File: src/verilog/hwi_pkg.sv
// Purpose: Shared constants and carriers for the counter event interrupts
// Assumes: One clock domain, AHB-Lite register access
// Notes:   Event index i is delivered as event type i+1
package hwi_pkg;

  localparam int          NUM_EVT       = 10;
  localparam int          VAL_W         = 32;

  // Event indices, type number is index plus one
  localparam int          EV_GATE_OPEN  = 0;
  localparam int          EV_GATE_CLOSE = 1;
  localparam int          EV_OVERFLOW   = 2;
  localparam int          EV_UNDERFLOW  = 3;
  localparam int          EV_CMP0       = 4;
  localparam int          EV_CMP1       = 5;
  localparam int          EV_ZERO       = 6;
  localparam int          EV_CAPTURE    = 7;
  localparam int          EV_SYNC       = 8;
  localparam int          EV_DIR        = 9;

  // Register byte offsets
  localparam logic [7:0]  ADDR_CTRL     = 8'h00;
  localparam logic [7:0]  ADDR_STATUS   = 8'h04;
  localparam logic [7:0]  ADDR_CLEAR    = 8'h08;
  localparam logic [7:0]  ADDR_IRQ_EN   = 8'h0C;
  localparam logic [7:0]  ADDR_DIAG     = 8'h10;

  // Field positions
  localparam int          CTRL_MODE_BIT = 16;
  localparam int          CTRL_IDX_BIT  = 17;
  localparam int          CTRL_DI_BIT   = 18;
  localparam int          DIAG_LOST_BIT = 0;
  localparam int          DIAG_CODE_LSB = 8;
  localparam int          DIAG_DIR_BIT  = 16;
  localparam int          DIAG_TYPE_LSB = 24;

  // Reset values
  localparam logic [31:0] CTRL_RESET    = 32'h0000_0000;
  localparam logic [9:0]  STATUS_RESET  = 10'h000;
  localparam logic [9:0]  IRQ_EN_RESET  = 10'h000;
  localparam logic [9:0]  PEND_RESET    = 10'h000;
  localparam logic [3:0]  TYPE_RESET    = 4'h0;
  localparam logic        DIR_RESET     = 1'b0;

  localparam logic [7:0]  LOST_CODE     = 8'h16;

  typedef enum logic [1:0] {
    ST_IDLE = 2'b01,
    ST_WAIT = 2'b10
  } hwi_st_e;

  // Event inputs from the counting datapath, same clock
  typedef struct packed {
    logic                    gate;
    logic                    ovf;
    logic                    unf;
    logic                    cmp0;
    logic                    cmp1;
    logic                    by_pulse;
    logic                    capture;
    logic                    value_upd;
    logic signed [VAL_W-1:0] value;
  } hwi_evt_s;

  // Register write from the bus front end
  typedef struct packed {
    logic        wr;
    logic [7:0]  addr;
    logic [31:0] data;
  } hwi_wr_s;

endpackage

File: src/verilog/hwi_ahb_slave.sv
// Purpose: AHB-Lite front end for the event interrupt registers
// Assumes: Single word transfers, zero wait states
// Notes:   Read data is captured in the address phase
`timescale 1ns/1ps
module hwi_ahb_slave (
  input  wire logic           hclk,
  input  wire logic           hresetn,
  input  wire logic           hsel,
  input  wire logic [31:0]    haddr,
  input  wire logic [1:0]     htrans,
  input  wire logic           hwrite,
  input  wire logic [2:0]     hsize,
  input  wire logic [31:0]    hwdata,
  input  wire logic           hready,
  output logic                hreadyout,
  output logic                hresp,
  output logic [31:0]         hrdata,
  output logic [7:0]          rd_addr,
  input  wire logic [31:0]    rd_data,
  output hwi_pkg::hwi_wr_s    wr
);

  logic       take;
  logic       ph_wr;
  logic [7:0] ph_addr;

  // Sub-word transfers are ignored rather than half-applied
  assign take      = hsel & hready & htrans[1] & (hsize == 3'h2);
  assign rd_addr   = haddr[7:0];
  assign hreadyout = 1'b1;
  assign hresp     = 1'b0;
  assign wr        = '{wr: ph_wr, addr: ph_addr, data: hwdata};

  always_ff @(posedge hclk or negedge hresetn) begin
    if (!hresetn) begin
      ph_wr   <= 1'b0;
      ph_addr <= 8'h00;
    end else begin
      ph_wr   <= take & hwrite;
      ph_addr <= haddr[7:0];
    end
  end

  always_ff @(posedge hclk or negedge hresetn) begin
    if (!hresetn) begin
      hrdata <= 32'h0000_0000;
    end else if (take && !hwrite) begin
      hrdata <= rd_data;
    end
  end

endmodule

File: src/verilog/hwi_top.sv
// Purpose: Counter event detection and hardware interrupt delivery
// Assumes: Datapath events on hclk; index and sync pins asynchronous
// Notes:   One interrupt in flight; lost report holds until CTRL write
//
// Added by the designer: the AHB-Lite slave port and the placing of the registers.
`timescale 1ns/1ps
module hwi_top (
  input  wire logic            hclk,
  input  wire logic            hresetn,
  input  wire logic            hsel,
  input  wire logic [31:0]     haddr,
  input  wire logic [1:0]      htrans,
  input  wire logic            hwrite,
  input  wire logic [2:0]      hsize,
  input  wire logic [31:0]     hwdata,
  input  wire logic            hready,
  output logic                 hreadyout,
  output logic                 hresp,
  output logic [31:0]          hrdata,
  input  hwi_pkg::hwi_evt_s    evt,
  input  wire logic            index_mark_pin,
  input  wire logic            sync_digital_input,
  output logic                 hw_irq_req,
  output logic [3:0]           hw_irq_type,
  input  wire logic            hw_irq_ack,
  output logic                 lost_diag,
  output logic                 direction_feedback_bit,
  output logic                 irq
);

  localparam int N = hwi_pkg::NUM_EVT;

  function automatic logic [N-1:0] lowest_one(input logic [N-1:0] v);
    lowest_one = v & N'(~v + N'(1));
  endfunction

  function automatic logic [3:0] type_of(input logic [N-1:0] oh);
    type_of = 4'h0;
    for (int i = 0; i < N; i++) begin
      if (oh[i]) begin
        type_of = 4'(i + 1);
      end
    end
  endfunction

  hwi_pkg::hwi_wr_s   wr;
  logic [7:0]         rd_addr;
  logic [31:0]        rd_data;
  logic [31:0]        ctrl;
  logic [N-1:0]       status;
  logic [N-1:0]       irq_en;
  logic [N-1:0]       clr;
  logic [N-1:0]       hw_en;
  logic [N-1:0]       ev;
  logic [N-1:0]       hw_ev;
  logic [N-1:0]       pend;
  logic [N-1:0]       next_pend;
  logic [N-1:0]       cur_oh;
  logic [N-1:0]       launch_oh;
  logic               launch;
  logic               lost_now;
  logic               ctrl_wr;
  hwi_pkg::hwi_st_e   st;
  logic               gate_q;
  logic               idx_s1;
  logic               idx_s2;
  logic               idx_s3;
  logic               di_s1;
  logic               di_s2;
  logic               di_s3;
  logic               idx_rise;
  logic               di_rise;
  logic signed [31:0] val_q;
  logic               seen_change;
  logic               moved;
  logic               new_dir;

  hwi_ahb_slave u_bus (
    .hclk      (hclk),
    .hresetn   (hresetn),
    .hsel      (hsel),
    .haddr     (haddr),
    .htrans    (htrans),
    .hwrite    (hwrite),
    .hsize     (hsize),
    .hwdata    (hwdata),
    .hready    (hready),
    .hreadyout (hreadyout),
    .hresp     (hresp),
    .hrdata    (hrdata),
    .rd_addr   (rd_addr),
    .rd_data   (rd_data),
    .wr        (wr)
  );

  // Register decode
  assign ctrl_wr = wr.wr && (wr.addr == hwi_pkg::ADDR_CTRL);

  always_comb begin
    clr = '0;
    if (wr.wr && (wr.addr == hwi_pkg::ADDR_CLEAR)) begin
      clr = wr.data[N-1:0];
    end
  end

  always_comb begin
    rd_data = 32'h0000_0000;
    unique case (rd_addr)
      hwi_pkg::ADDR_CTRL: begin
        rd_data = ctrl;
      end
      hwi_pkg::ADDR_STATUS: begin
        rd_data[N-1:0] = status;
      end
      hwi_pkg::ADDR_IRQ_EN: begin
        rd_data[N-1:0] = irq_en;
      end
      hwi_pkg::ADDR_DIAG: begin
        rd_data[hwi_pkg::DIAG_LOST_BIT] = lost_diag;
        if (lost_diag) begin
          rd_data[hwi_pkg::DIAG_CODE_LSB +: 8] = hwi_pkg::LOST_CODE;
        end
        rd_data[hwi_pkg::DIAG_DIR_BIT]       = direction_feedback_bit;
        rd_data[hwi_pkg::DIAG_TYPE_LSB +: 4] = hw_irq_type;
      end
      default: begin
        rd_data = 32'h0000_0000;
      end
    endcase
  end

  // Capture enable is dropped unless counting mode is written with it
  always_ff @(posedge hclk or negedge hresetn) begin
    if (!hresetn) begin
      ctrl <= hwi_pkg::CTRL_RESET;
    end else if (ctrl_wr) begin
      ctrl <= wr.data;
      ctrl[hwi_pkg::EV_CAPTURE] <= wr.data[hwi_pkg::EV_CAPTURE]
                                 & wr.data[hwi_pkg::CTRL_MODE_BIT];
    end
  end

  always_ff @(posedge hclk or negedge hresetn) begin
    if (!hresetn) begin
      irq_en <= hwi_pkg::IRQ_EN_RESET;
    end else if (wr.wr && (wr.addr == hwi_pkg::ADDR_IRQ_EN)) begin
      irq_en <= wr.data[N-1:0];
    end
  end

  assign hw_en = ctrl[N-1:0];

  // Pins pass two flops before any edge logic
  always_ff @(posedge hclk or negedge hresetn) begin
    if (!hresetn) begin
      idx_s1 <= 1'b0;
      idx_s2 <= 1'b0;
      idx_s3 <= 1'b0;
      di_s1  <= 1'b0;
      di_s2  <= 1'b0;
      di_s3  <= 1'b0;
    end else begin
      idx_s1 <= index_mark_pin;
      idx_s2 <= idx_s1;
      idx_s3 <= idx_s2;
      di_s1  <= sync_digital_input;
      di_s2  <= di_s1;
      di_s3  <= di_s2;
    end
  end

  assign idx_rise = idx_s2 & ~idx_s3;
  assign di_rise  = di_s2 & ~di_s3;

  // Value history for zero crossing and direction
  assign moved   = evt.value_upd && (evt.value != val_q);
  assign new_dir = evt.value < val_q;

  always_ff @(posedge hclk or negedge hresetn) begin
    if (!hresetn) begin
      gate_q                 <= 1'b0;
      val_q                  <= '0;
      seen_change            <= 1'b0;
      direction_feedback_bit <= hwi_pkg::DIR_RESET;
    end else begin
      gate_q <= evt.gate;
      if (moved) begin
        val_q                  <= evt.value;
        seen_change            <= 1'b1;
        direction_feedback_bit <= new_dir;
      end
    end
  end

  // Event detection
  always_comb begin
    ev                         = '0;
    ev[hwi_pkg::EV_GATE_OPEN]  = evt.gate & ~gate_q;
    ev[hwi_pkg::EV_GATE_CLOSE] = ~evt.gate & gate_q;
    ev[hwi_pkg::EV_OVERFLOW]   = evt.ovf;
    ev[hwi_pkg::EV_UNDERFLOW]  = evt.unf;
    ev[hwi_pkg::EV_CMP0]       = evt.cmp0 & evt.by_pulse;
    ev[hwi_pkg::EV_CMP1]       = evt.cmp1 & evt.by_pulse;
    ev[hwi_pkg::EV_ZERO]       = moved & (evt.value[31] != val_q[31]);
    ev[hwi_pkg::EV_CAPTURE]    = evt.capture;
    ev[hwi_pkg::EV_SYNC]       = (idx_rise & ctrl[hwi_pkg::CTRL_IDX_BIT])
                               | (di_rise & ctrl[hwi_pkg::CTRL_DI_BIT]);
    // No previous change means no direction to reverse from
    ev[hwi_pkg::EV_DIR]        = moved & seen_change
                               & (new_dir != direction_feedback_bit);
  end

  assign hw_ev = ev & hw_en;

  // Sticky status, set wins over clear
  always_ff @(posedge hclk or negedge hresetn) begin
    if (!hresetn) begin
      status <= hwi_pkg::STATUS_RESET;
    end else begin
      status <= (status & ~clr) | ev;
    end
  end

  assign irq = |(status & irq_en);

  // Delivery to the processor
  assign launch    = (st == hwi_pkg::ST_IDLE) && (|pend);
  assign launch_oh = launch ? lowest_one(pend) : '0;
  // A lost event is dropped, so it never arrives late as a second interrupt
  assign next_pend = (pend & ~launch_oh) | (hw_ev & ~(pend | cur_oh));
  // Same type still pending or in flight cannot be delivered again
  assign lost_now  = |(hw_ev & (pend | cur_oh));

  always_ff @(posedge hclk or negedge hresetn) begin
    if (!hresetn) begin
      pend <= hwi_pkg::PEND_RESET;
    end else begin
      pend <= next_pend;
    end
  end

  always_ff @(posedge hclk or negedge hresetn) begin
    if (!hresetn) begin
      st          <= hwi_pkg::ST_IDLE;
      cur_oh      <= '0;
      hw_irq_type <= hwi_pkg::TYPE_RESET;
    end else begin
      unique case (st)
        hwi_pkg::ST_IDLE: begin
          if (launch) begin
            st          <= hwi_pkg::ST_WAIT;
            cur_oh      <= launch_oh;
            hw_irq_type <= type_of(launch_oh);
          end
        end
        hwi_pkg::ST_WAIT: begin
          if (hw_irq_ack) begin
            st     <= hwi_pkg::ST_IDLE;
            cur_oh <= '0;
          end
        end
      endcase
    end
  end

  assign hw_irq_req = (st == hwi_pkg::ST_WAIT);

  // Lost report stays until new parameters; a loss wins over the write
  always_ff @(posedge hclk or negedge hresetn) begin
    if (!hresetn) begin
      lost_diag <= 1'b0;
    end else if (lost_now) begin
      lost_diag <= 1'b1;
    end else if (ctrl_wr) begin
      lost_diag <= 1'b0;
    end
  end

  a_gate_open: assert property (
    @(posedge hclk) disable iff (!hresetn)
    $rose(evt.gate) |-> ev[hwi_pkg::EV_GATE_OPEN]
  ) else $error("gate opening missed");

  a_gate_close: assert property (
    @(posedge hclk) disable iff (!hresetn)
    $fell(evt.gate) |-> ev[hwi_pkg::EV_GATE_CLOSE]
  ) else $error("gate closing missed");

  a_ovf_pend: assert property (
    @(posedge hclk) disable iff (!hresetn)
    evt.ovf && hw_en[hwi_pkg::EV_OVERFLOW]
    && !cur_oh[hwi_pkg::EV_OVERFLOW] && !launch_oh[hwi_pkg::EV_OVERFLOW]
    |=> pend[hwi_pkg::EV_OVERFLOW]
  ) else $error("overflow not pending");

  a_unf_pend: assert property (
    @(posedge hclk) disable iff (!hresetn)
    evt.unf && hw_en[hwi_pkg::EV_UNDERFLOW]
    && !cur_oh[hwi_pkg::EV_UNDERFLOW] && !launch_oh[hwi_pkg::EV_UNDERFLOW]
    |=> pend[hwi_pkg::EV_UNDERFLOW]
  ) else $error("underflow not pending");

  a_cmp_suppress: assert property (
    @(posedge hclk) disable iff (!hresetn)
    !evt.by_pulse |-> !ev[hwi_pkg::EV_CMP0] && !ev[hwi_pkg::EV_CMP1]
  ) else $error("comparison without count pulse");

  a_zero_cross: assert property (
    @(posedge hclk) disable iff (!hresetn)
    evt.value_upd && (evt.value[31] != val_q[31])
    |-> ev[hwi_pkg::EV_ZERO]
  ) else $error("zero crossing missed");

  a_capture_mode: assert property (
    @(posedge hclk) disable iff (!hresetn)
    !ctrl[hwi_pkg::CTRL_MODE_BIT] |-> !hw_en[hwi_pkg::EV_CAPTURE]
  ) else $error("capture enabled outside counting mode");

  a_first_dir: assert property (
    @(posedge hclk) disable iff (!hresetn)
    !seen_change |-> !ev[hwi_pkg::EV_DIR]
  ) else $error("reversal flagged on first change");

  a_lost_flag: assert property (
    @(posedge hclk) disable iff (!hresetn)
    hw_ev[hwi_pkg::EV_OVERFLOW] && hw_irq_req
    && (hw_irq_type == 4'h3) |=> lost_diag
  ) else $error("lost interrupt not reported");

  a_lost_drop: assert property (
    @(posedge hclk) disable iff (!hresetn)
    hw_ev[hwi_pkg::EV_OVERFLOW] && cur_oh[hwi_pkg::EV_OVERFLOW]
    |=> !pend[hwi_pkg::EV_OVERFLOW]
  ) else $error("lost interrupt queued again");

  a_hold_pending: assert property (
    @(posedge hclk) disable iff (!hresetn)
    hw_irq_req && !hw_irq_ack |=> hw_irq_req && $stable(hw_irq_type)
  ) else $error("interrupt dropped before ack");

  a_launch_next: assert property (
    @(posedge hclk) disable iff (!hresetn)
    !hw_irq_req && (|pend)
    |=> hw_irq_req && (hw_irq_type == type_of(lowest_one($past(pend))))
  ) else $error("pending type not delivered");

endmodule

File: config.mk
export PLATFORM = sky130hd
export DESIGN_NAME = hwi_top
export DESIGN_NICKNAME = d
export VERILOG_FILES = /design/src/verilog/hwi_pkg.sv /design/src/verilog/hwi_ahb_slave.sv /design/src/verilog/hwi_top.sv
export SDC_FILE = /design/constraint.sdc
export NUM_CORES = 1
export LEC_CHECK = 0
export BUFFER_PORTS_ARGS = -buffer_cell sky130_fd_sc_hd__buf_2
export CAP_MARGIN = 20
export CORE_MARGIN = 5
export CORE_UTILIZATION = 46
export DETAILED_ROUTE_END_ITERATION = 8
export GPL_TIMING_DRIVEN = 1
export PLACE_DENSITY = 0.67
export SLEW_MARGIN = 10
export SYNTH_ARGS = -nofsm -noshare
export SYNTH_HDL_FRONTEND = slang
export SYNTH_SLANG_ARGS = --single-unit
File: constraint.sdc
create_clock -name hclk -period 3 [get_ports hclk]
set_input_delay 0.15 -clock hclk [delete_from_list [all_inputs] [get_ports hclk]]
set_output_delay 0.15 -clock hclk [all_outputs]
set_load 0.01 [all_outputs]
* Yosys cells after proc, flatten, opt, wreduce, memory -nomap -nowiden
Cells that the tools add are included.
** Storage, ports and cells
- Output and inout bits :: 42
- Word-level logic and storage cells :: 114
- Flip-flop bits (word level) :: 161
- Input port bits :: 117
** Operators by class
- Reduce and logical (&&, ||, !) cells :: 15
- Mux-type cells :: 28
- Equal/unequal tests :: 13
- Bitwise logic cells :: 35
- Order comparisons :: 1
- $add $sub $neg :: 1
** Operators by type and width (count)
- $and 10x10->10 :: 7
- $mux 10 :: 4
- $mux 4 :: 10
- $not 10->10 :: 4
- $lt 32x32->1 :: 1
- $ne 32x32->1 :: 1
- $or 10x10->10 :: 3
- $reduce_or 10->1 :: 3
- $eq 8x4->1 const B :: 3
- $pmux 7 s3 :: 1
- $pmux 10 s2 :: 1
- $and 1x1->1 :: 16
- $logic_not 8->1 :: 2
- $pmux 7 s2 :: 1
- $add 10x1->10 const B :: 1
- $eq 8x3->1 const B :: 1
- $eq 8x5->1 const B :: 1
- $pmux 2 s4 :: 1
- $pmux 4 s2 :: 1
- $mux 7 :: 1
- $logic_and 1x1->1 :: 6
- $mux 5 :: 1
- $mux 2 :: 2
- $not 1->1 :: 4
- other kinds (13) :: 17

* Longest topological paths before layout
Gate-level depths: netlist of run 1.
- Depth after elaboration :: 14
- Mapped depth :: 10
- Mapped depth without buffers :: 9

* Modules after synthesis
A second synthesis of run 1 with hierarchy kept.
** Unflattened totals
- Cells, all modules :: 700
- Area, all modules :: 7923.8 µm²
** By module, submodules not included
- hwi_top :: instances 1, sequential area each 3004.1 µm², area each 5992.0 µm², cells each 574
- hwi_ahb_slave :: instances 1, sequential area each 1026.0 µm², area each 1931.9 µm², cells each 126

* Least setup slack after synthesis of run 1
No wires, ideal clock.
- Path type :: flip-flop to flip-flop
- Start point :: reg val_q[13]
- End point :: reg pend[9]
- Cell stages (with the launch flop) :: 10
- Required time :: 2.878 ns
- Setup time :: 0.122 ns
- Path buffers :: 0
- Arrival :: 2.139 ns
- Path slack :: 0.739 ns
- Clock period less this slack :: 2.261 ns
- Cell sequence :: dfrtp_1 -> inv_1 -> ha_1 -> a21o_1 -> a21o_1 -> a22o_1 -> o41ai_1 -> mux2i_1 -> xor2_1 -> a32o_1
** On the way
- Word-level cells in the longest chain between the ends :: 7
- Elaborated cells between the ends (all ways) :: 9
- Those cells by class :: order compare (1); eq/ne (2); bitwise (5); reduce/logical (1)
** Ends and longest elaborated chain
- from (decl) :: line hwi_top.sv:73 : logic signed [31:0] val_q;
- from (signal assigned) :: line hwi_top.sv:188 : val_q <= evt.value;
- parallel branches: the longest is 3 deep, another holds $lt 32x32->1
- $and 1x1->1 (*) :: line hwi_top.sv:210 : & (new_dir != direction_feedback_bit);
- $and 10x10->10 (*) :: line hwi_top.sv:213 : assign hw_ev = ev & hw_en;
- $and 10x10->10 (*) :: line hwi_top.sv:230 : assign next_pend = (pend & ~launch_oh) | (hw_ev & ~(pend | cur_oh));
- $or 10x10->10 (*) :: line hwi_top.sv:230
- via next_pend[9] :: line hwi_top.sv:57 : logic [N-1:0] next_pend;
- to (signal assigned) :: line hwi_top.sv:236 : pend <= hwi_pkg::PEND_RESET;
- to (signal assigned) :: line hwi_top.sv:238 : pend <= next_pend;
- to (decl) :: line hwi_top.sv:56 : logic [N-1:0] pend;
Mark *: on every way through the listed nets, which the timed path passes.
A chain may end at the register's enable or synchronous reset.

* Final worst setup path of run 1
- Start point :: in evt[13] (netlist bit)
- End point :: reg pend[9]
** On the way
- Word-level cells in the longest chain between the ends :: 7
- Elaborated cells between the ends (all ways) :: 9
- Those cells by class :: order compare (1); eq/ne (2); bitwise (5); reduce/logical (1)
** Ends and longest elaborated chain
- from (decl) :: line hwi_top.sv:20 : input hwi_pkg::hwi_evt_s evt,
- parallel branches: the longest is 3 deep, another holds $lt 32x32->1
- $and 1x1->1 (*) :: line hwi_top.sv:210
- $and 10x10->10 (*) :: line hwi_top.sv:213
- $and 10x10->10 (*) :: line hwi_top.sv:230
- $or 10x10->10 (*) :: line hwi_top.sv:230
- via next_pend[9] :: line hwi_top.sv:57
Marks and branches as above.

==> flow_summary.json, run 1 <==
{
  "startpoint": "evt[13]",
  "cts_resized": 0,
  "synth-edff-count": 0,
  "slowest_delay_ns": 0.52,
  "io_pins": 159,
  "grt-ovfl-total": 0,
  "grt_pass1_wl_um": 29900,
  "routedWlPerCell_um": 16.1,
  "finalPower_mw": 5.47,
  "gp_congestion": 0.867,
  "drc": 0,
  "critPathLaunchType": "input port",
  "grt_setup_unrepaired": "no",
  "vias_per_cell": 5.22,
  "yosys_warnings": 0,
  "synth.avg_cell_area_um2": 10.7,
  "use_met2_pct": 34.5,
  "cp_slowest_cell": "dlygate4sd3_1",
  "ys.flop_type": "dfrtp_1",
  "rows": 46,
  "p_comb_share_pct": 13.0,
  "core_area_mm2": 0.0157,
  "fin_skew_ns": 0.00854,
  "hp-class": "in2reg",
  "die_h_um": 136,
  "crit_type": "in2reg",
  "initial_core_util_pct": 46.5,
  "cts_tree": "built",
  "grt_use_total_pct": 20.3,
  "crit_chain": "dlygate4sd3_1 > buf_2 > ha_1 > a21o_1 > a21o_1 > a22o_1 > o41ai_1 > mux2i_1 > xor2_1 > a32o_1",
  "cts_setup_buffers": 0,
  "clock-root-buffer": "clkbuf_16",
  "numPortBuffers": 131,
  "vdd_drop_max_uv": 587,
  "cap_violations": 0,
  "layout.nets": 1047,
  "drtIter0Drc": 340,
  "cp_num_buf_inv": 2,
  "outcome": "finished clean",
  "cp_top_family": "compound AO/OA/AOI/OAI gates",
  "ctsLongestPathBuffers": 2,
  "fillers": 1238,
  "cts_made_buffers": 17,
  "swShare_pct": 26.1,
  "synth-async-reset-ratio_pct": 100,
  "fin_hold_ws_ns": 0.0120,
  "yosysSeqAreaShare_pct": 55.1,
  "crit_fanout": 3,
  "r2r-start": "val_q[13]",
  "ys_types": 61,
  "power.switching_mw": 1.43,
  "post-route-period-util_pct": 86.2,
  "busiest_layer": "met2",
  "synth_nets": 833,
  "htree_num_levels": 4,
  "r2r_slack_ns": 0.42,
  "diodes": 0,
  "cts.sink_count": 161,
  "slew_headroom_pct": 52.8,
  "dp_hpwl_um": 12700,
  "drive_above_1_share_pct": 25.4,
  "fmax_mhz": 387,
  "ys_seq_elements": 161,
  "clk_latency_ns": 0.42,
  "dieArea_mm2": 0.0185,
  "p_leak_nw": 4.60,
  "slew_viol_final": 0,
  "met3_usage_pct": 4.40,
  "area_growth_pct": 31.7,
  "clk_pin_slew_ns": 0.06,
  "cp_common_cell": "a21o_1",
  "syn_area_mm2": 0.00731,
  "post-route-min-period_ns": 2.59,
  "synth_cells": 684,
  "cp.arrival_ns": 2.94,
  "antenna_found_initial": 0,
  "hold_violations": 0,
  "worstMarginPinSlew_ns": 0.708,
  "end_kind": "flip-flop",
  "p_int_mw": 4.04,
  "vias": 5884,
  "grt_max_degree": 73,
  "first_global_vias": 6123,
  "wl_um": 18200,
  "seqPwrFrac_pct": 46.1,
  "antenna_left": 0,
  "cts_hold_buffers": 79,
  "gr-usage-met1_pct": 26.1,
  "power_frac_clock_pct": 41.0,
  "firstDrtPassIters": 7,
  "cellPowerDensity_mw_per_mm2": 568,
  "final_util_pct": 61.3,
  "holdCritStartpoint": "hwdata[2]",
  "fin_tns_setup_ns": 0,
  "setup_viol": 0,
  "crit_required_ns": 3.35,
  "die_w_um": 136
}
## flip-flops by register name, summed over array words and instances (netlist names), 2 cells and up
signal         cells
ctrl              32
u_bus.hrdata      32
val_q             32
cur_oh            10
irq_en            10
pend              10
status            10
u_bus.ph_addr      8
hw_irq_type        4
st                 2
## metal layers
| layer | share of wire [%] | up-vias |
|---|---|---|
| li1 | - | 2827 |
| met1 | 43 | 2890 |
| met2 | 50 | 153 |
| met3 | 5.4 | 14 |
| met4 | 1.2 | 0 |
| met5 | 0 | - |
## stage by stage
| stage | instance area, um2 | worst slack (ns) | cells |
|---|---|---|---|
| 2_1_floorplan | 7310 | 0.739 | 684 |
| 3_3_place_gp | 8230 | 0.474 | 1016 |
| 3_5_place_dp | 8230 | 0.451 | 1016 |
| 4_1_cts | 9630 | 0.411 | 1127 |
| 5_1_grt | 9630 | 0.186 | 1127 |
| 6_report | 9630 | 0.414 | 1127 |
## cell families after synthesis
| kind of cell | synth area share (%) |
|---|---|
| other | 0.103 |
| xor gates and xnor gates | 0.120 |
| adders and majority gates | 5.48 |
| muxes | 8.13 |
| DFF | 55.1 |
| and+or+nand+nor | 14.9 |
| buffers and inverters | 3.37 |
| AOI/OAI and AO/OA | 12.8 |
## layout make-up
type                            instances  area [um2]  share of cell area (%)
Clock inverter                         11         153                    1.59
Sequential cell                       161        4030                    41.9
Timing Repair Buffer                  220        1540                    16.0
Tap cell                              216         270                    2.81
Clock buffer                           21         460                    4.78
Inverter                               37         139                    1.44
Multi-Input combinational cell        461        3040                    31.5
## layout by cell type (no fill, tap or decap), types with 23 or more instances in the layout
master,instances
nand2_1,115
dfrtp_1,160
o21ai_0,55
nor2_1,32
mux2_2,43
a21oi_1,24
dlygate4sd3_1,79
ha_1,32
inv_1,37
buf_2,130
nand3_1,23
## path summary, 6_finish.rpt
| kind | to | cells past startpoint |
|---|---|---|
| min in group asynchronous | status[3] | 2 |
| max reg2reg | pend[9] | 9 |
| min reg2reg | di_s2 | 0 |
| min | irq_en[2] | 2 |
| max | pend[9] | 10 |
| max in group asynchronous | st[0] | 3 |
## synthesized netlist by cell type, drive strengths merged, types with 2 or more instances
cell type  count  area, um2
a211oi         3       22.5
a21boi         2       18.8
a21o          12       90.1
a21oi         24        120
a221oi         7       61.3
a22o           8       70.1
a22oi          3       22.5
a32o           6       60.1
and2           6       37.5
and3           2       12.5
buf            8       43.8
clkbuf        17       63.8
conb           2       7.51
dfrtp        160       4000
ha            32        400
inv           37        139
mux2          43        484
mux2i         11        110
nand2        116        438
nand2b         4       25.0
nand3         23        115
nand3b         5       37.5
nand4          9       56.3
nor2          33        126
nor2b          8       50.1
nor3           5       30.0
nor3b          2       15.0
nor4           4       52.6
o211ai         4       30.0
o21a           4       30.0
o21ai         58        302
o21bai         2       15.0
o31ai          5       37.5
or2            3       18.8
or4            2       18.8
## power groups by stage
| stage | registers [mW] | clock network, mW | logic (mW) |
|---|---|---|---|
| finish | 2.52 | 2.24 | 0.710 |
| global route | 2.55 | 2.38 | 0.802 |
| CTS | 2.52 | 2.28 | 0.717 |
| detailed placement | 2.56 | 0 | 0.631 |
| global placement | 2.56 | 0 | 0.600 |
| floorplan | 2.51 | 0 | 0.372 |
No activity file was read; power rests on OpenSTA's default activity.
==> run 2, diff against run 1 <==
Settings changed: GPL_TIMING_DRIVEN 1 to 0, REMOVE_ABC_BUFFERS from default to 1.
==> run 2 against run 1 <==
Effect of this change: design area grew 0.14%; non-clock buffer count shrank 3; sequential power hardly changed; power fell by 1.9%; worst hold slack better by 0.023 ns; global-route usage grew 0.062 points; via count up 0.68%; utilization increased by 0.088 points; final cell count is 0.27% lower; clock-buffer cell count down 3; critical path type unchanged; sequential share of layout area decreased by 0.060 points; maximum frequency decreased by 5.3%.
==> flow_summary.json, run 2 (synthesis gave the netlist of run 1 again) <==
{
  "outcome": "finished clean",
  "first_global_vias": 6102,
  "cellPowerDensity_mw_per_mm2": 557,
  "hold_violations": 0,
  "antenna_found_initial": 0,
  "dieArea_mm2": 0.0185,
  "drive_above_1_share_pct": 25.3,
  "rows": 46,
  "slew_headroom_pct": 30.6,
  "reg.largest.list": "ctrl x32, u_bus.hrdata x32, val_q x32",
  "fmax_mhz": 366,
  "dp_hpwl_um": 12600,
  "die_h_um": 136,
  "wl_um": 18200,
  "endpoint": "u_bus.hrdata[12]",
  "startpoint": "haddr[6]",
  "cts_tree": "built",
  "vdd_drop_max_uv": 386,
  "cts.sink_count": 161,
  "antenna_left": 0,
  "clk_latency_ns": 0.42,
  "dpl.cell_count": 1011,
  "slew_viol_final": 0,
  "drtIter0Drc": 285,
  "crit_fanout": 24,
  "crit_type": "in2reg",
  "grt_max_degree": 109,
  "cp.arrival_ns": 3.06,
  "grt_pass1_wl_um": 29800,
  "r2r_slack_ns": 0.38,
  "clk_pin_slew_ns": 0.07,
  "setup_viol": 0,
  "grt_use_total_pct": 20.4,
  "area_growth_pct": 31.9,
  "initial_core_util_pct": 46.5,
  "worstReg2RegEnd": "pend[9]",
  "vias_per_cell": 5.27,
  "mostFrequentLayoutCells": "dfrtp_1, buf_2, nand2_1, dlygate4sd3_1, o21ai_0",
  "grt-ovfl-total": 0,
  "final_util_pct": 61.4,
  "hp-class": "in2reg",
  "critPathLaunchType": "input port",
  "p_leak_nw": 4.58,
  "layout.nets": 1044,
  "r2r-start": "val_q[15]",
  "firstDrtPassIters": 5,
  "end_kind": "flip-flop",
  "drc": 0,
  "ctsLongestPathBuffers": 2,
  "gp_congestion": 0.812,
  "worstMarginPinSlew_ns": 1.04,
  "routedWlPerCell_um": 16.2,
  "core_area_mm2": 0.0157,
  "cts_setup_buffers": 0,
  "finalPower_mw": 5.37,
  "vias": 5924,
  "numPortBuffers": 131,
  "clock-root-buffer": "clkbuf_16",
  "final_common_cell": "dfrtp_1",
  "grt_setup_unrepaired": "no",
  "cts_made_buffers": 17,
  "rr_worst_depth": 9,
  "die_w_um": 136,
  "diodes": 0,
  "cap_violations": 0,
  "crit_required_ns": 3.33,
  "fin_skew_ns": 0.00949,
  "io_pins": 159,
  "fin_tns_setup_ns": 0,
  "post-route-period-util_pct": 91.0,
  "post-route-min-period_ns": 2.73,
  "instances_no_fill": 1124,
  "htree_num_levels": 4
}
==> run 2: metrics by stage <==
stage	hold slack [ns]	setup slack (ns)	cell area, um2
floorplan	-0.146	0.419	7200
CTS	0.0132	0.187	9640
finish	0.0346	0.270	9640
global route	0.0273	0.00431	9640
detailed placement	0.0970	0.226	8240
global placement	0.260	-0.565	8130
==> run 2: worst min path at each step <==
stage,slack [ns],start,cells past startpoint,end
2_1_floorplan,-0.15,hresetn,0,ctrl[0]
3_3_place_gp,0.26,index_mark_pin,1,idx_s1
3_5_place_dp,0.1,hresetn,1,u_bus.ph_addr[6]
4_1_cts,0.01,evt[34],2,status[4]
5_1_grt,0.03,hwdata[9],2,irq_en[9]
6_report,0.03,hwdata[9],2,irq_en[9]
==> run 2: area by class of cell <==
cell class | instances | area [um2]
fill | 1298 | 6070
sequential | 161 | 4030
multi-input combinational | 461 | 3050
timing repair buffer | 217 | 1570
clock buffer | 18 | 429
tap | 216 | 270
clock inverter | 14 | 155
inverter | 37 | 139
==> run 2: power breakdown <==
part	switching, mW	total (mW)	leakage (nW)	internal [mW]
clock	0.910	2.15	0.270	1.24
combinational	0.363	0.714	2.38	0.351
sequential	0.175	2.51	1.93	2.33
==> run 2: repair_timing <==
action,CTS,global route
setup endpoints to repair,0,2
hold buffers,81,0
resized for setup,0,1
hold endpoints to repair,141,0
==> run 2: critical path: stages <==
cell	delay, ns
dlygate4sd3_1	0.54
buf_2	0.13
or4_1	0.54
nor3_1	0.44
and2_1	0.90
a21oi_1	0.16
o21ai_0	0.18
==> run 2: per-layer routing <==
layer | track usage, % | vias to the layer above | wire, um
met5 | 0 | - | 0
met4 | 7.22 | 0 | 326
met3 | 4.37 | 23 | 982
met2 | 34.6 | 162 | 9110
met1 | 25.9 | 2918 | 7780
li1 | - | 2821 | -
==> run 3, diff against run 2 <==
Settings changed: SYNTH_HIERARCHICAL from default to 1.
==> run 3 against run 2 <==
Effect of this change: clock power down 3%; global-route usage down 2.3 points; clock skew grew 0.0015 ns; via count is 3.8% lower; sequential share of layout area shrank 1.2 points; die area increased by 7.8%; routed wire length decreased by 3.7%; sequential power fell by 4%; worst hold slack worse by 0.0079 ns; area after synthesis up 8.4%; sequential cell count is the same; critical endpoint is now lost_diag.
==> flow_summary.json, run 3 <==
{
  "fin_hold_ws_ns": 0.0267,
  "p_leak_nw": 4.82,
  "antenna_found_initial": 0,
  "synth_top_area_share_pct": 50.5,
  "crit_fanout": 38,
  "core_area_mm2": 0.0171,
  "clock-root-buffer": "clkbuf_16",
  "hold_violations": 0,
  "ctsLongestPathBuffers": 2,
  "r2r-start": "val_q[31]",
  "cp.arrival_ns": 3.08,
  "synth_cells": 700,
  "synth_area_leaders": "dfrtp_1, mux2_2, mux2_4, ha_1, buf_4",
  "slew_viol_final": 0,
  "cap_violations": 0,
  "dpl.cell_count": 995,
  "outcome": "finished clean",
  "synth-edff-count": 0,
  "firstDrtPassIters": 4,
  "vias": 5697,
  "die_w_um": 141,
  "rr_worst_depth": 10,
  "fin_ws_ns": 0.216,
  "grt_use_total_pct": 18.1,
  "ys.flop_type": "dfrtp_1",
  "routedWlPerCell_um": 15.7,
  "fmax_mhz": 359,
  "crit_required_ns": 3.29,
  "htree_num_levels": 4,
  "dp_hpwl_um": 11800,
  "clk_latency_ns": 0.41,
  "grt-ovfl-total": 0,
  "synth.avg_cell_area_um2": 11.3,
  "initial_core_util_pct": 46.3,
  "dieArea_mm2": 0.0200,
  "cts_made_buffers": 17,
  "ys_types": 60,
  "io_pins": 159,
  "instances_no_fill": 1116,
  "fin_tns_setup_ns": 0,
  "synth_commonest_cells": "dfrtp_1, nand2_1, o21ai_0, buf_4, mux2_2",
  "grt_pass1_wl_um": 29000,
  "cellPowerDensity_mw_per_mm2": 517,
  "synth-async-reset-ratio_pct": 100,
  "final_util_pct": 58.1,
  "worstMarginPinSlew_ns": 0.869,
  "diodes": 0,
  "numPortBuffers": 131,
  "hold_path_depth": 2,
  "dpl_worst_slack_ns": 0.0475,
  "fin_skew_ns": 0.0110,
  "gp_congestion": 0.803,
  "area_growth_pct": 25.4,
  "clk_pin_slew_ns": 0.06,
  "holdCritStartpoint": "evt[34]",
  "first_global_vias": 5778,
  "yosysSeqAreaShare_pct": 50.9,
  "vdd_drop_max_uv": 393,
  "layout.nets": 1028,
  "yosysTopAreaCell": "dfrtp_1",
  "post-route-period-util_pct": 92.8,
  "post-route-min-period_ns": 2.78,
  "hp-class": "in2reg",
  "final_common_cell": "dfrtp_1",
  "hold_end": "status[4]",
  "reg.largest.list": "ctrl x32, u_bus/hrdata x32, val_q x32",
  "antenna_left": 0,
  "mostFrequentLayoutCells": "dfrtp_1, buf_2, dlygate4sd3_1, nand2_1, o21ai_0",
  "yosys_warnings": 6,
  "crit_type": "in2reg",
  "yosysMostFrequentCell": "dfrtp_1",
  "r2r_slack_ns": 0.27,
  "syn_area_mm2": 0.00792,
  "cts_resized": 0,
  "critPathLaunchType": "input port",
  "vias_per_cell": 5.10,
  "drc": 0,
  "drtIter0Drc": 234,
  "worstReg2RegEnd": "lost_diag",
  "cts_tree": "built",
  "cts.sink_count": 161,
  "ys_seq_elements": 161,
  "wl_um": 17500,
  "grt_max_degree": 90,
  "end_kind": "flip-flop",
  "setup_viol": 0,
  "rows": 48,
  "drive_above_1_share_pct": 29.4,
  "grt_setup_unrepaired": "no",
  "slew_headroom_pct": 41.8,
  "die_h_um": 141
}
[run 3: cell count changes in the layout (fill, tap and decap cells not counted), moves of 4 or more]
cell and delta:
nand2_1 -35, mux2_4 +30, nand3_1 -20, and2_1 +9, buf_4 +8, a21oi_1 -7, a221oi_1 -6, mux2i_1 +6
o31ai_1 +4
[run 3: critical path, cell delays in order]
cell,delay (ns)
dlygate4sd3_1,0.54
buf_2,0.13
ha_1,0.36
nand4_1,0.13
nor4_1,0.47
nand2_1,0.10
o21a_2,0.41
buf_16,0.26
nand3b_1,0.16
o21ai_0,0.13
a31o_1,0.23
[run 3: layout make-up]
cell class / count / area [um2]
well taps: 225 / 282
repair buffers: 225 / 1640
inverters: 39 / 146
clock inverters: 13 / 126
flip-flops and latches: 161 / 4030
clock buffers: 18 / 439
multi-input cells: 435 / 3270
fillers: 1421 / 7180
[run 3: how the worst max path moves through the flow]
stage | slack, ns | to | cells past startpoint | startpoint
after global placement | -0.75 | val_q[10] | 1 | hresetn
final | 0.22 | lost_diag | 11 | evt[31]
after floorplan | 0.25 | lost_diag | 6 | u_bus/ph_addr[4]
after detailed placement | 0.05 | hw_irq_type[0] | 7 | pend[0]
after global routing | 0.08 | lost_diag | 6 | u_bus/ph_addr[4]
after CTS | 0.01 | hw_irq_type[0] | 7 | pend[0]
[run 3: report_power, final]
| group | switching, mW | internal (mW) | total [mW] |
|---|---|---|---|
| Clock | 0.905 | 1.18 | 2.08 |
| Sequential | 0.115 | 2.30 | 2.42 |
| Combinational | 0.316 | 0.318 | 0.634 |
[run 3: logic make-up after synthesis]
kind of cell    Yosys count  share of synthesized area, %
compound gates          132                          10.9
simple gates            178                          11.0
fa+ha+maj                32                          5.05
mux                      91                          14.1
flops                   161                          50.9
other cells               2                        0.0948
buf+inv                 104                          7.96
[run 3: metrics by stage]
stage	cell area [um2]	power, mW
CTS	9870	5.19
floorplan	7440	2.74
global route	9940	5.40
finish	9940	5.13
detailed placement	8490	3.00
global placement	8380	2.98
[run 3: layer usage]
layer	GRT usage, %	share of wire, %	up-vias
met3	4.58	5.9	12
li1	-	-	2755
met4	4.08	0.95	0
met2	29.8	47	140
met1	24.3	46	2790
met5	0	0	-
[run 3: timing repair]
action                                  4_1_cts  5_1_grt
setup buffers                                 0        8
hold endpoints to repair                    158        1
endpoints found under the setup margin        0        2
hold buffers                                 81        1
